[config.mk]
export PLATFORM = sky130hd
export DESIGN_NAME = phy_mode_core
export DESIGN_NICKNAME = d
export VERILOG_FILES = /design/src/include/phy_mode_pkg.sv /design/src/include/phy_ctrl_if.sv /design/src/rtl/phy_mode_core.sv /design/src/rtl/phy_reset_seq.sv
export SDC_FILE = /design/constraint.sdc
export NUM_CORES = 1
export LEC_CHECK = 0
export CAP_MARGIN = 20
export CORE_UTILIZATION = 50
export CTS_BUF_LIST = sky130_fd_sc_hd__clkbuf_2
export CTS_CLUSTER_DIAMETER = 40
export DETAILED_ROUTE_END_ITERATION = 10
export DONT_BUFFER_PORTS = 1
export PLACE_DENSITY = 0.74
export SLEW_MARGIN = 15
export SYNTH_ARGS = -nofsm -noshare
export SYNTH_HDL_FRONTEND = slang
export SYNTH_SLANG_ARGS = --single-unit
[constraint.sdc]
create_clock -name clk_sys -period 2.9 [get_ports clk_sys]
set_input_delay 0.145 -clock clk_sys [delete_from_list [all_inputs] [get_ports clk_sys]]
set_output_delay 0.145 -clock clk_sys [all_outputs]
set_load 0.01 [all_outputs]
[src/include/phy_mode_pkg.sv]
// Constants and types shared by the transceiver mode and start-up logic
package phy_mode_pkg;

  // ---------------------------------------------------------------------------
  // Clock and timing
  // ---------------------------------------------------------------------------
  localparam int CLK_PERIOD_NS      = 10;
  localparam int RESET_EXT_NS       = 258000;
  localparam int RESET_EXT_CYCLES   = (RESET_EXT_NS + CLK_PERIOD_NS - 1) / CLK_PERIOD_NS;
  localparam int MII_HALF_100_NS    = 20;
  localparam int MII_HALF_10_NS     = 200;
  localparam int MII_HALF_100_CYC   = MII_HALF_100_NS / CLK_PERIOD_NS;
  localparam int MII_HALF_10_CYC    = MII_HALF_10_NS / CLK_PERIOD_NS;
  localparam int MII_DIV_W          = 8;

  // ---------------------------------------------------------------------------
  // Configuration pin positions (sampled from the LED pins)
  // ---------------------------------------------------------------------------
  localparam int CFG_AUTONEG_BIT    = 0;
  localparam int CFG_SPEED_BIT      = 1;
  localparam int CFG_DUPLEX_BIT     = 2;
  localparam logic [2:0] CFG_RESET_VAL = 3'h1;

  // ---------------------------------------------------------------------------
  // Ability bit positions: advertised and partner
  // ---------------------------------------------------------------------------
  localparam int AB_10H  = 0;
  localparam int AB_10F  = 1;
  localparam int AB_100H = 2;
  localparam int AB_100F = 3;
  localparam logic [3:0] ADV_ALL = 4'hf;

  // ---------------------------------------------------------------------------
  // LED status selection codes
  // ---------------------------------------------------------------------------
  localparam logic [3:0] LED_SPEED  = 4'h0;
  localparam logic [3:0] LED_LINK   = 4'h1;
  localparam logic [3:0] LED_DUPLEX = 4'h2;
  localparam logic [3:0] LED_RXACT  = 4'h3;
  localparam logic [3:0] LED_TXACT  = 4'h4;
  localparam logic [3:0] LED_COLL   = 4'h5;
  localparam logic [3:0] LED_ON     = 4'h6;
  localparam logic [3:0] LED_OFF    = 4'h7;
  localparam int LED_COUNT = 3;

  // ---------------------------------------------------------------------------
  // Pin-state modes and link start-up states
  // ---------------------------------------------------------------------------
  typedef enum logic [4:0] {
    PM_NORMAL  = 5'b00001,
    PM_SWPDN   = 5'b00010,
    PM_ISOLATE = 5'b00100,
    PM_HARDWARE_RESET_MODE = 5'b01000,
    PM_HWPDN   = 5'b10000
  } pin_mode_t;

  typedef enum logic [4:0] {
    LS_IDLE   = 5'b00001,
    LS_SAMPLE = 5'b00010,
    LS_FORCED = 5'b00100,
    LS_AUTO   = 5'b01000,
    LS_LINK   = 5'b10000
  } link_state_t;

endpackage

[src/include/phy_ctrl_if.sv]
// Reset sequencing signals passed between the sequencer and the mode core
`timescale 1ns/1ps
interface phy_ctrl_if;
  logic       hardware_reset_mode;
  logic [2:0] cfgSampled;
  logic       cfgLoad;

  modport seq  (output hardware_reset_mode, output cfgSampled, output cfgLoad);
  modport core (input hardware_reset_mode, input cfgSampled, input cfgLoad);
endinterface

[src/rtl/phy_mode_core.sv]
// MII pin-state control, link start-up resolution and LED drivers
`timescale 1ns/1ps

module phy_mode_core #(
  parameter int RESET_EXT_CYCLES = phy_mode_pkg::RESET_EXT_CYCLES
) (
  input  wire logic clk_sys,
  input  wire logic rst,
  input  wire logic resetPinN,
  input  wire logic ctrlResetBit,
  input  wire logic power_down_pin,
  input  wire logic isolateBit,
  input  wire logic swPowerDownBit,
  input  wire logic [11:0] ledConfig,
  input  wire logic [2:0] ledPinIn,
  output logic      [2:0] ledPinOut,
  output logic      [2:0] ledPinOeN,
  input  wire logic partnerFlp,
  input  wire logic [3:0] partnerAbility,
  input  wire logic linkPulseSeen,
  input  wire logic idleSeen,
  input  wire logic linkLost,
  output logic      sendFlp,
  output logic      [3:0] advAbility,
  input  wire logic [3:0] lineRxd,
  input  wire logic lineRxDv,
  input  wire logic lineRxEr,
  input  wire logic lineCol,
  input  wire logic lineCrs,
  input  wire logic txEnIn,
  output logic      [3:0] rxdOut,
  output logic      rxDvOut,
  output logic      rxErOut,
  output logic      colOut,
  output logic      crsOut,
  output logic      txClkOut,
  output logic      rxClkOut,
  output logic      miiOutOeN,
  output logic      miiOutPullDown,
  output logic      txInPullDown,
  output logic      speed100,
  output logic      fullDuplex,
  output logic      linkUp
);
  import phy_mode_pkg::*;

  phy_ctrl_if ctrl ();

  phy_reset_seq #(.EXT_CYCLES(RESET_EXT_CYCLES)) u_seq (
    .clk_sys      (clk_sys),
    .rst          (rst),
    .resetPinN    (resetPinN),
    .ctrlResetBit (ctrlResetBit),
    .ledPinIn     (ledPinIn),
    .ctrl         (ctrl.seq)
  );

  // ---------------------------------------------------------------------------
  // Pin-state mode with fixed precedence
  // ---------------------------------------------------------------------------
  pin_mode_t mode;

  always_comb begin
    if (power_down_pin)                mode = PM_HWPDN;
    else if (ctrl.hardware_reset_mode) mode = PM_HARDWARE_RESET_MODE;
    else if (isolateBit)               mode = PM_ISOLATE;
    else if (swPowerDownBit)           mode = PM_SWPDN;
    else                               mode = PM_NORMAL;
  end

  // ---------------------------------------------------------------------------
  // Link start-up
  // ---------------------------------------------------------------------------
  link_state_t state_reg;
  wire logic   cfgAuto = ctrl.cfgSampled[CFG_AUTONEG_BIT];

  // Hardware power-down and reset drop the link; the straps are only re-read after a reset
  always_ff @(posedge clk_sys) begin
    if (rst || mode == PM_HWPDN || ctrl.hardware_reset_mode) begin
      state_reg <= LS_IDLE;
    end else begin
      unique case (state_reg)
        LS_IDLE:   state_reg <= LS_SAMPLE;
        LS_SAMPLE: state_reg <= cfgAuto ? LS_AUTO : LS_FORCED;
        LS_FORCED: state_reg <= linkLost ? LS_FORCED : LS_LINK;
        LS_AUTO: begin
          if (partnerFlp || linkPulseSeen || idleSeen) begin
            state_reg <= LS_LINK;
          end
        end
        LS_LINK: begin
          if (linkLost) begin
            state_reg <= cfgAuto ? LS_AUTO : LS_FORCED;
          end
        end
      endcase
    end
  end

  wire logic [3:0] common = ADV_ALL & partnerAbility;

  always_ff @(posedge clk_sys) begin
    if (rst) begin
      speed100   <= 1'b0;
      fullDuplex <= 1'b0;
    end else if (state_reg == LS_SAMPLE && !cfgAuto) begin
      speed100   <= ctrl.cfgSampled[CFG_SPEED_BIT];
      fullDuplex <= ctrl.cfgSampled[CFG_DUPLEX_BIT];
    end else if (state_reg == LS_AUTO) begin
      if (partnerFlp) begin
        speed100   <= common[AB_100F] || common[AB_100H];
        fullDuplex <= common[AB_100F] || (!common[AB_100H] && common[AB_10F]);
      end else if (idleSeen) begin
        speed100   <= 1'b1;
        fullDuplex <= 1'b0;
      end else if (linkPulseSeen) begin
        speed100   <= 1'b0;
        fullDuplex <= 1'b0;
      end
    end
  end

  always_ff @(posedge clk_sys) begin
    if (rst) begin
      sendFlp    <= 1'b0;
      advAbility <= 4'h0;
      linkUp     <= 1'b0;
    end else begin
      sendFlp    <= (state_reg == LS_AUTO);
      advAbility <= ADV_ALL;
      linkUp     <= (state_reg == LS_LINK);
    end
  end

  // ---------------------------------------------------------------------------
  // MII clock divider; its clock reaches the pins in normal mode and software power-down only
  // ---------------------------------------------------------------------------
  logic [MII_DIV_W-1:0] div_reg;
  logic                 miiClk_reg;
  wire logic [MII_DIV_W-1:0] halfCyc =
    speed100 ? MII_DIV_W'(MII_HALF_100_CYC) : MII_DIV_W'(MII_HALF_10_CYC);

  always_ff @(posedge clk_sys) begin
    if (rst) begin
      div_reg    <= '0;
      miiClk_reg <= 1'b1;
    end else if (div_reg >= halfCyc - MII_DIV_W'(1)) begin
      div_reg    <= '0;
      miiClk_reg <= !miiClk_reg;
    end else begin
      div_reg <= div_reg + MII_DIV_W'(1);
    end
  end

  // ---------------------------------------------------------------------------
  // MII pin states
  // ---------------------------------------------------------------------------
  always_ff @(posedge clk_sys) begin
    if (rst) begin
      {rxdOut, rxDvOut, rxErOut, colOut, crsOut} <= 8'h00;
      txClkOut       <= 1'b1;
      rxClkOut       <= 1'b1;
      miiOutOeN      <= 1'b0;
      miiOutPullDown <= 1'b0;
      txInPullDown   <= 1'b1;
    end else begin
      unique case (mode)
        PM_HARDWARE_RESET_MODE: begin
          {rxdOut, rxDvOut, rxErOut, colOut, crsOut} <= 8'h00;
          txClkOut       <= 1'b1;
          rxClkOut       <= 1'b1;
          miiOutOeN      <= 1'b0;
          miiOutPullDown <= 1'b0;
          txInPullDown   <= 1'b1;
        end
        PM_SWPDN: begin
          {rxdOut, rxDvOut, rxErOut, colOut, crsOut} <= 8'h00;
          txClkOut       <= miiClk_reg;
          rxClkOut       <= miiClk_reg;
          miiOutOeN      <= 1'b0;
          miiOutPullDown <= 1'b0;
          txInPullDown   <= 1'b1;
        end
        PM_ISOLATE: begin
          {rxdOut, rxDvOut, rxErOut, colOut, crsOut} <= 8'h00;
          txClkOut       <= 1'b0;
          rxClkOut       <= 1'b0;
          miiOutOeN      <= 1'b1;
          miiOutPullDown <= 1'b1;
          txInPullDown   <= 1'b1;
        end
        PM_HWPDN: begin
          {rxdOut, rxDvOut, rxErOut, colOut, crsOut} <= 8'h00;
          txClkOut       <= 1'b0;
          rxClkOut       <= 1'b0;
          miiOutOeN      <= 1'b1;
          miiOutPullDown <= 1'b0;
          txInPullDown   <= 1'b0;
        end
        PM_NORMAL: begin
          rxdOut         <= lineRxd;
          rxDvOut        <= lineRxDv;
          rxErOut        <= lineRxEr;
          colOut         <= lineCol && !fullDuplex;
          crsOut         <= lineCrs;
          txClkOut       <= miiClk_reg;
          rxClkOut       <= miiClk_reg;
          miiOutOeN      <= 1'b0;
          miiOutPullDown <= 1'b0;
          txInPullDown   <= 1'b0;
        end
      endcase
    end
  end

  // ---------------------------------------------------------------------------
  // LED drivers; released while straps must be readable
  // ---------------------------------------------------------------------------
  for (genvar i = 0; i < LED_COUNT; i++) begin : g_led
    wire logic [3:0] sel = ledConfig[4*i +: 4];
    logic            status;
    always_comb begin
      case (sel)
        LED_SPEED:  status = speed100;
        LED_LINK:   status = linkUp;
        LED_DUPLEX: status = fullDuplex;
        LED_RXACT:  status = lineCrs;
        LED_TXACT:  status = txEnIn;
        LED_COLL:   status = lineCol;
        LED_ON:     status = 1'b1;
        default:    status = 1'b0;
      endcase
    end
    always_ff @(posedge clk_sys) begin
      if (rst) begin
        ledPinOut[i] <= 1'b0;
        ledPinOeN[i] <= 1'b1;
      end else begin
        ledPinOut[i] <= status;
        ledPinOeN[i] <= ctrl.hardware_reset_mode || power_down_pin;
      end
    end
  end
endmodule

[src/rtl/phy_reset_seq.sv]
// Reset stretcher and configuration pin sampler
`timescale 1ns/1ps
module phy_reset_seq #(
  parameter int EXT_CYCLES = phy_mode_pkg::RESET_EXT_CYCLES
) (
  input  wire logic  clk_sys,
  input  wire logic  rst,
  input  wire logic  resetPinN,
  input  wire logic  ctrlResetBit,
  input  wire logic  [2:0] ledPinIn,
  phy_ctrl_if.seq    ctrl
);
  import phy_mode_pkg::*;

  localparam int CW = $clog2(EXT_CYCLES + 1);

  logic [CW-1:0] count_reg;
  logic          resetSrc;

  assign resetSrc = !resetPinN || ctrlResetBit;

  // ---------------------------------------------------------------------------
  // Stretch reset past the release of every source
  // ---------------------------------------------------------------------------
  always_ff @(posedge clk_sys) begin
    if (rst) begin
      count_reg                <= CW'(EXT_CYCLES);
      ctrl.hardware_reset_mode <= 1'b1;
    end else if (resetSrc) begin
      count_reg                <= CW'(EXT_CYCLES);
      ctrl.hardware_reset_mode <= 1'b1;
    end else if (count_reg != '0) begin
      count_reg                <= count_reg - CW'(1);
      ctrl.hardware_reset_mode <= 1'b1;
    end else begin
      ctrl.hardware_reset_mode <= 1'b0;
    end
  end

  // Straps are caught one cycle before the last stretched cycle, while the LED pins are released
  always_ff @(posedge clk_sys) begin
    if (rst) begin
      ctrl.cfgSampled <= CFG_RESET_VAL;
      ctrl.cfgLoad    <= 1'b0;
    end else begin
      ctrl.cfgLoad <= 1'b0;
      if (!resetSrc && count_reg == CW'(1)) begin
        ctrl.cfgSampled <= ledPinIn;
        ctrl.cfgLoad    <= 1'b1;
      end
    end
  end
endmodule

Yosys cells after proc, flatten, opt, wreduce, memory -nomap -nowiden --
Index checks and enable logic that the tools add are counted.
Word-level totals: output and inout bits 27, register bits 57
Operators by class: order comparisons 1, eq/ne operators 31, reduce and logical (&&, ||, !) cells 35, mux-type cells 33, add/sub/neg operators 3
Operators by type and width (number):
- 4-bit by 3-bit equality test with 1-bit output (second input constant) | 9
- 5-bit two-way mux | 5
- 5-bit one-hot mux with 5 select lines | 1
- 4-bit by 2-bit equality test with 1-bit output (second input constant) | 6
- 1-bit one-hot mux with 7 select lines | 3
- 15-bit by 1-bit equality test with 1-bit output (second input constant) | 1
- 15-bit nonzero test | 1
- 15-bit by 1-bit subtractor with 15-bit output (second input constant) | 1
- 1-bit one-hot mux with 2 select lines | 7
- 4-bit by 1-bit equality test with 1-bit output (second input constant) | 3
- 4-bit zero test | 3
- 4-bit two-way mux | 3
- 5-bit by 1-bit equality test with 1-bit output (second input constant) | 2
- 5-bit by 2-bit equality test with 1-bit output (second input constant) | 2
- 5-bit by 3-bit equality test with 1-bit output (second input constant) | 2
- 5-bit by 4-bit equality test with 1-bit output (second input constant) | 2
- 5-bit equality test (second input constant) | 2
- 1-bit two-way mux | 10
- 2-bit OR reduction | 5
- 8-bit by 1-bit adder with 8-bit output (second input constant) | 1
- 8-bit greater-or-equal comparator | 1
- 1-bit logical OR | 8
- 4-bit one-hot mux with 2 select lines | 1
- 4-bit OR reduction | 2
- other kinds (11) | 22

Longest topological paths before layout --
depth in word-level cells 7, mapped depth 7, gate-level depth less buffers 6

Modules after synthesis --
Synthesis repeated with hierarchy kept, for this count alone.
Unflattened totals: cell total of the unflattened synthesis 255, area, all modules 2424.8 sq um
By module, submodules not included:
- phy_mode_core | times used 1, area each 1467.7 sq um, cells each 151, sequential area each 700.7 sq um
- phy_reset_seq | times used 1, area each 957.2 sq um, cells each 104, sequential area each 400.4 sq um

Worst setup path before layout --
Ideal clock, no wire load.
kind register -> register, from register speed100, to register miiClk_reg, stages on the path, launching flop included 6, clock period less this slack 1646 ps, required time 2783 ps, setup time 117 ps, slack 1254 ps, arrival 1529 ps, cells stage by stage dfxtp_1 > ha_1 > a2111o_1 > a21oi_1 > xor2_1 > nand2_1
Between the ends: cells in the longest elaborated chain, start to end 3
Ends and longest elaborated chain:
- start, declared | line phy_mode_core.sv:41 | output logic speed100,
- start signal, assigned | line phy_mode_core.sv:107 | speed100 <= ctrl.cfgSampled[CFG_SPEED_BIT];
- start signal, assigned | line phy_mode_core.sv:111 | speed100 <= common[AB_100F] || common[AB_100H];
- 5-bit two-way mux | line phy_mode_core.sv:141 | speed100 ? MII_DIV_W'(MII_HALF_100_CYC) : MII_DIV_W'(MII_HALF_10_CYC);
- 5-bit by 1-bit subtractor with 6-bit output | line phy_mode_core.sv:147 | end else if (div_reg >= halfCyc - MII_DIV_W'(1)) begin
- 8-bit greater-or-equal comparator | line phy_mode_core.sv:147
- end signal, assigned | line phy_mode_core.sv:149 | miiClk_reg <= !miiClk_reg;
- end, declared | line phy_mode_core.sv:139 | logic miiClk_reg;
Every way passes these cells. A chain may end at the register's enable or synchronous reset.

==> qor.yml <==
preCtsSetupSlack_ps: 1050
drc: 6
dieWidth_um: 71.3
power.switching_uw: 291
yosysSeqAreaShare_pct: 45.0
cts_resized: 0
p_seq_share_pct: 61.7
final_cells: 334
drv_slew: 0
holdPathStages: 4
gp_congestion: 0.777
required_ps: 3330
worst_pin_slew_ps: 543
violations: "DRC"
drive_gt1_share_pct: 7.47
worst-path-buf-inv: 2
async_flop_share_pct: 0
netlist_area_um2: 2400
max_stage_delay_ps: 750
cts.sinks: 54
path_cells: "dlygate4sd3_1 > or3_1 > nor3_2 > dlygate4sd3_1 > and3b_1"
yosysWarnings: 0
setup_slack_ps: 821
antenna_found_initial: 1
maxSlewHeadroom_pct: 63.7
die_y_um: 71.3
reg2reg_depth: 4
start_util_pct: 53.7
max-cap-violations: 0
hold_class: "in -> reg"
fin_worst_hold_slack_ps: 32.2
drtAntennaViolNets: 0
peakVddDrop_mv: 0.304
multi_input_area_um2: 1210
clkSlewWorstSetupHoldPaths_ps: 270
ys_ff_latch: 54
vias_per_cell: 5.60
fin_total_pwr_uw: 1250
cp-start-kind: "primary input"
regArea_um2: 1080
min_from: "idleSeen"
switching_share_pct: 23.4
setup_violations: 0
h-tree-depth: 2
cts_made_buffers: 5
grt_start_max_net_pins: 19
p_clk_share_pct: 31.9
nets: 325
fin_crit_sh_pct: 71.7
status: "finished, violations left"
wirelength_um: 4820
timing.fmax_mhz: 481
grt_pass1_vias: 1711
grt_overflow_total: 0
static-leakage-power_uw: 0.00110
cellInternalPower_uw: 956
rsz0062_at_grt: "no"
clk_latency_ps: 460
wl_per_cell_um: 14.4
fin_skew_ps: 16.4
cp-startpoint: "rst"
critPathKind: "in -> reg"
largest_reg_flops: 15
pwr-share-comb_pct: 6.4
vias: 1871
p_per_area_nw_per_um2: 452
worstPathArrival_ps: 2510
fill_cells: 401
final_common_cell: "dfxtp_1"
cpLargestDelayFamily: "buffers and inverters"
cp_slowest_cell: "dlygate4sd3_1"
cp-end-kind: "register"
reg2reg_from: "u_seq.ctrl.hardware_reset_mode"
ctsLongestPathBuffers: 2
core_um2: 4470
period_needed_ps: 2080
io_pins: 66
track_usage_pct: 19.5
drtIter0Drc: 135
tns_ps: 0
rows: 24
die_area_um2: 5090
final_hold_viol_count: 0
cts_tree: "done"
crit_top_cell: "dlygate4sd3_1"
post-dp-hpwl_um: 3280
io_buffers: 0
synth_cell_types: 52
cp_max_fo: 14
synth_edf_count: 0
grt_pass1_wl_um: 7680
root_buffer: "clkbuf_2"
synth_area_per_cell_um2: 9.46
mostFrequentLayoutCells: "dfxtp_1 (54), dlygate4sd3_1 (28), nor2_1 (24), a21oi_1 (18), nand2_1 (12)"
detail_route.first_pass.iterations: 7
yosys_most_used_dff: "dfxtp_1"
cp_num_cells: 5
area_growth_pct: 14.9
synthCells: 254
placedCellCount: 297
## repair_timing
| action | 4_1_cts | 5_1_grt |
|---|---|---|
| endpoints found under the setup margin | 0 | 0 |
| setup buffers | 0 | 0 |
| hold buffers | 28 | 0 |
| endpoints found under the hold margin | 35 | 0 |
## synthesized netlist by cell type (5+ instances only)
| master | count | area share (%) |
|---|---|---|
| and3_1 | 6 | 1.6 |
| nor2_1 | 24 | 3.7 |
| and2_1 | 9 | 2.3 |
| nand2_1 | 12 | 1.9 |
| or3_1 | 5 | 1.3 |
| inv_1 | 8 | 1.2 |
| nand3_1 | 9 | 1.9 |
| ha_1 | 6 | 3.1 |
| buf_4 | 7 | 2.2 |
| nor3_1 | 7 | 1.5 |
| nand3b_1 | 7 | 2.2 |
| dfxtp_1 | 54 | 45 |
| mux2i_1 | 11 | 4.6 |
| a21oi_1 | 18 | 3.7 |
## per-stage QoR
stage	area (um2)	utilization, %
after CTS	2760	61.7
after global placement	2410	53.8
after floorplan	2410	-
after global routing	2760	61.7
after detailed placement	2410	53.8
final	2760	61.7
## kinds of logic after synthesis
logic type / count (synthesis) / synth area share [%]
and+or+nand+nor: 110 / 28.0
DFF: 54 / 45.0
AOI/OAI and AO/OA: 43 / 11.0
buffers and inverters: 21 / 4.74
muxes: 12 / 5.52
xor gates and xnor gates: 7 / 2.55
adders and majority gates: 6 / 3.12
other: 1 / 0.156
## metal layers
metal | track usage, % | up-vias | part of all wire [%] | wire [um]
met5 | 0 | - | 0 | 0
met4 | 7.33 | 0 | 1.5 | 71
met3 | 5.77 | 8 | 5.6 | 270
met2 | 32.0 | 50 | 47 | 2280
met1 | 24.2 | 860 | 46 | 2210
li1 | - | 953 | - | -
## worst min-delay path: stages
cell and delay, ps:
nor2_1 70, a21oi_1 50, a22oi_1 140, a21oi_1 80
## path summary, 6_finish.rpt
path,endpoint,slack (ps)
setup / recovery,colOut,820
hold / removal,speed100,30
hold reg to reg,div_reg[0],500
setup reg to reg,colOut,930
## final cells by class
class,instances,share of cell area (%)
Clock buffer,5,0.906
Clock inverter,3,1.72
Antenna cell,1,0.0906
Multi-Input combinational cell,180,43.9
Inverter,9,1.22
Timing Repair Buffer,30,10.7
Sequential cell,54,39.1
Tap cell,52,2.36
## power groups by stage
stage	sequential (uW)	clock [uW]	combinational, uW
after detailed placement	783	0	47.7
final	770	398	79.6
after floorplan	779	0	46.5
after global placement	783	0	47.2
after CTS	770	404	79.8
after global routing	773	437	88.0
Note: power is estimated with default switching activity, not from simulation.
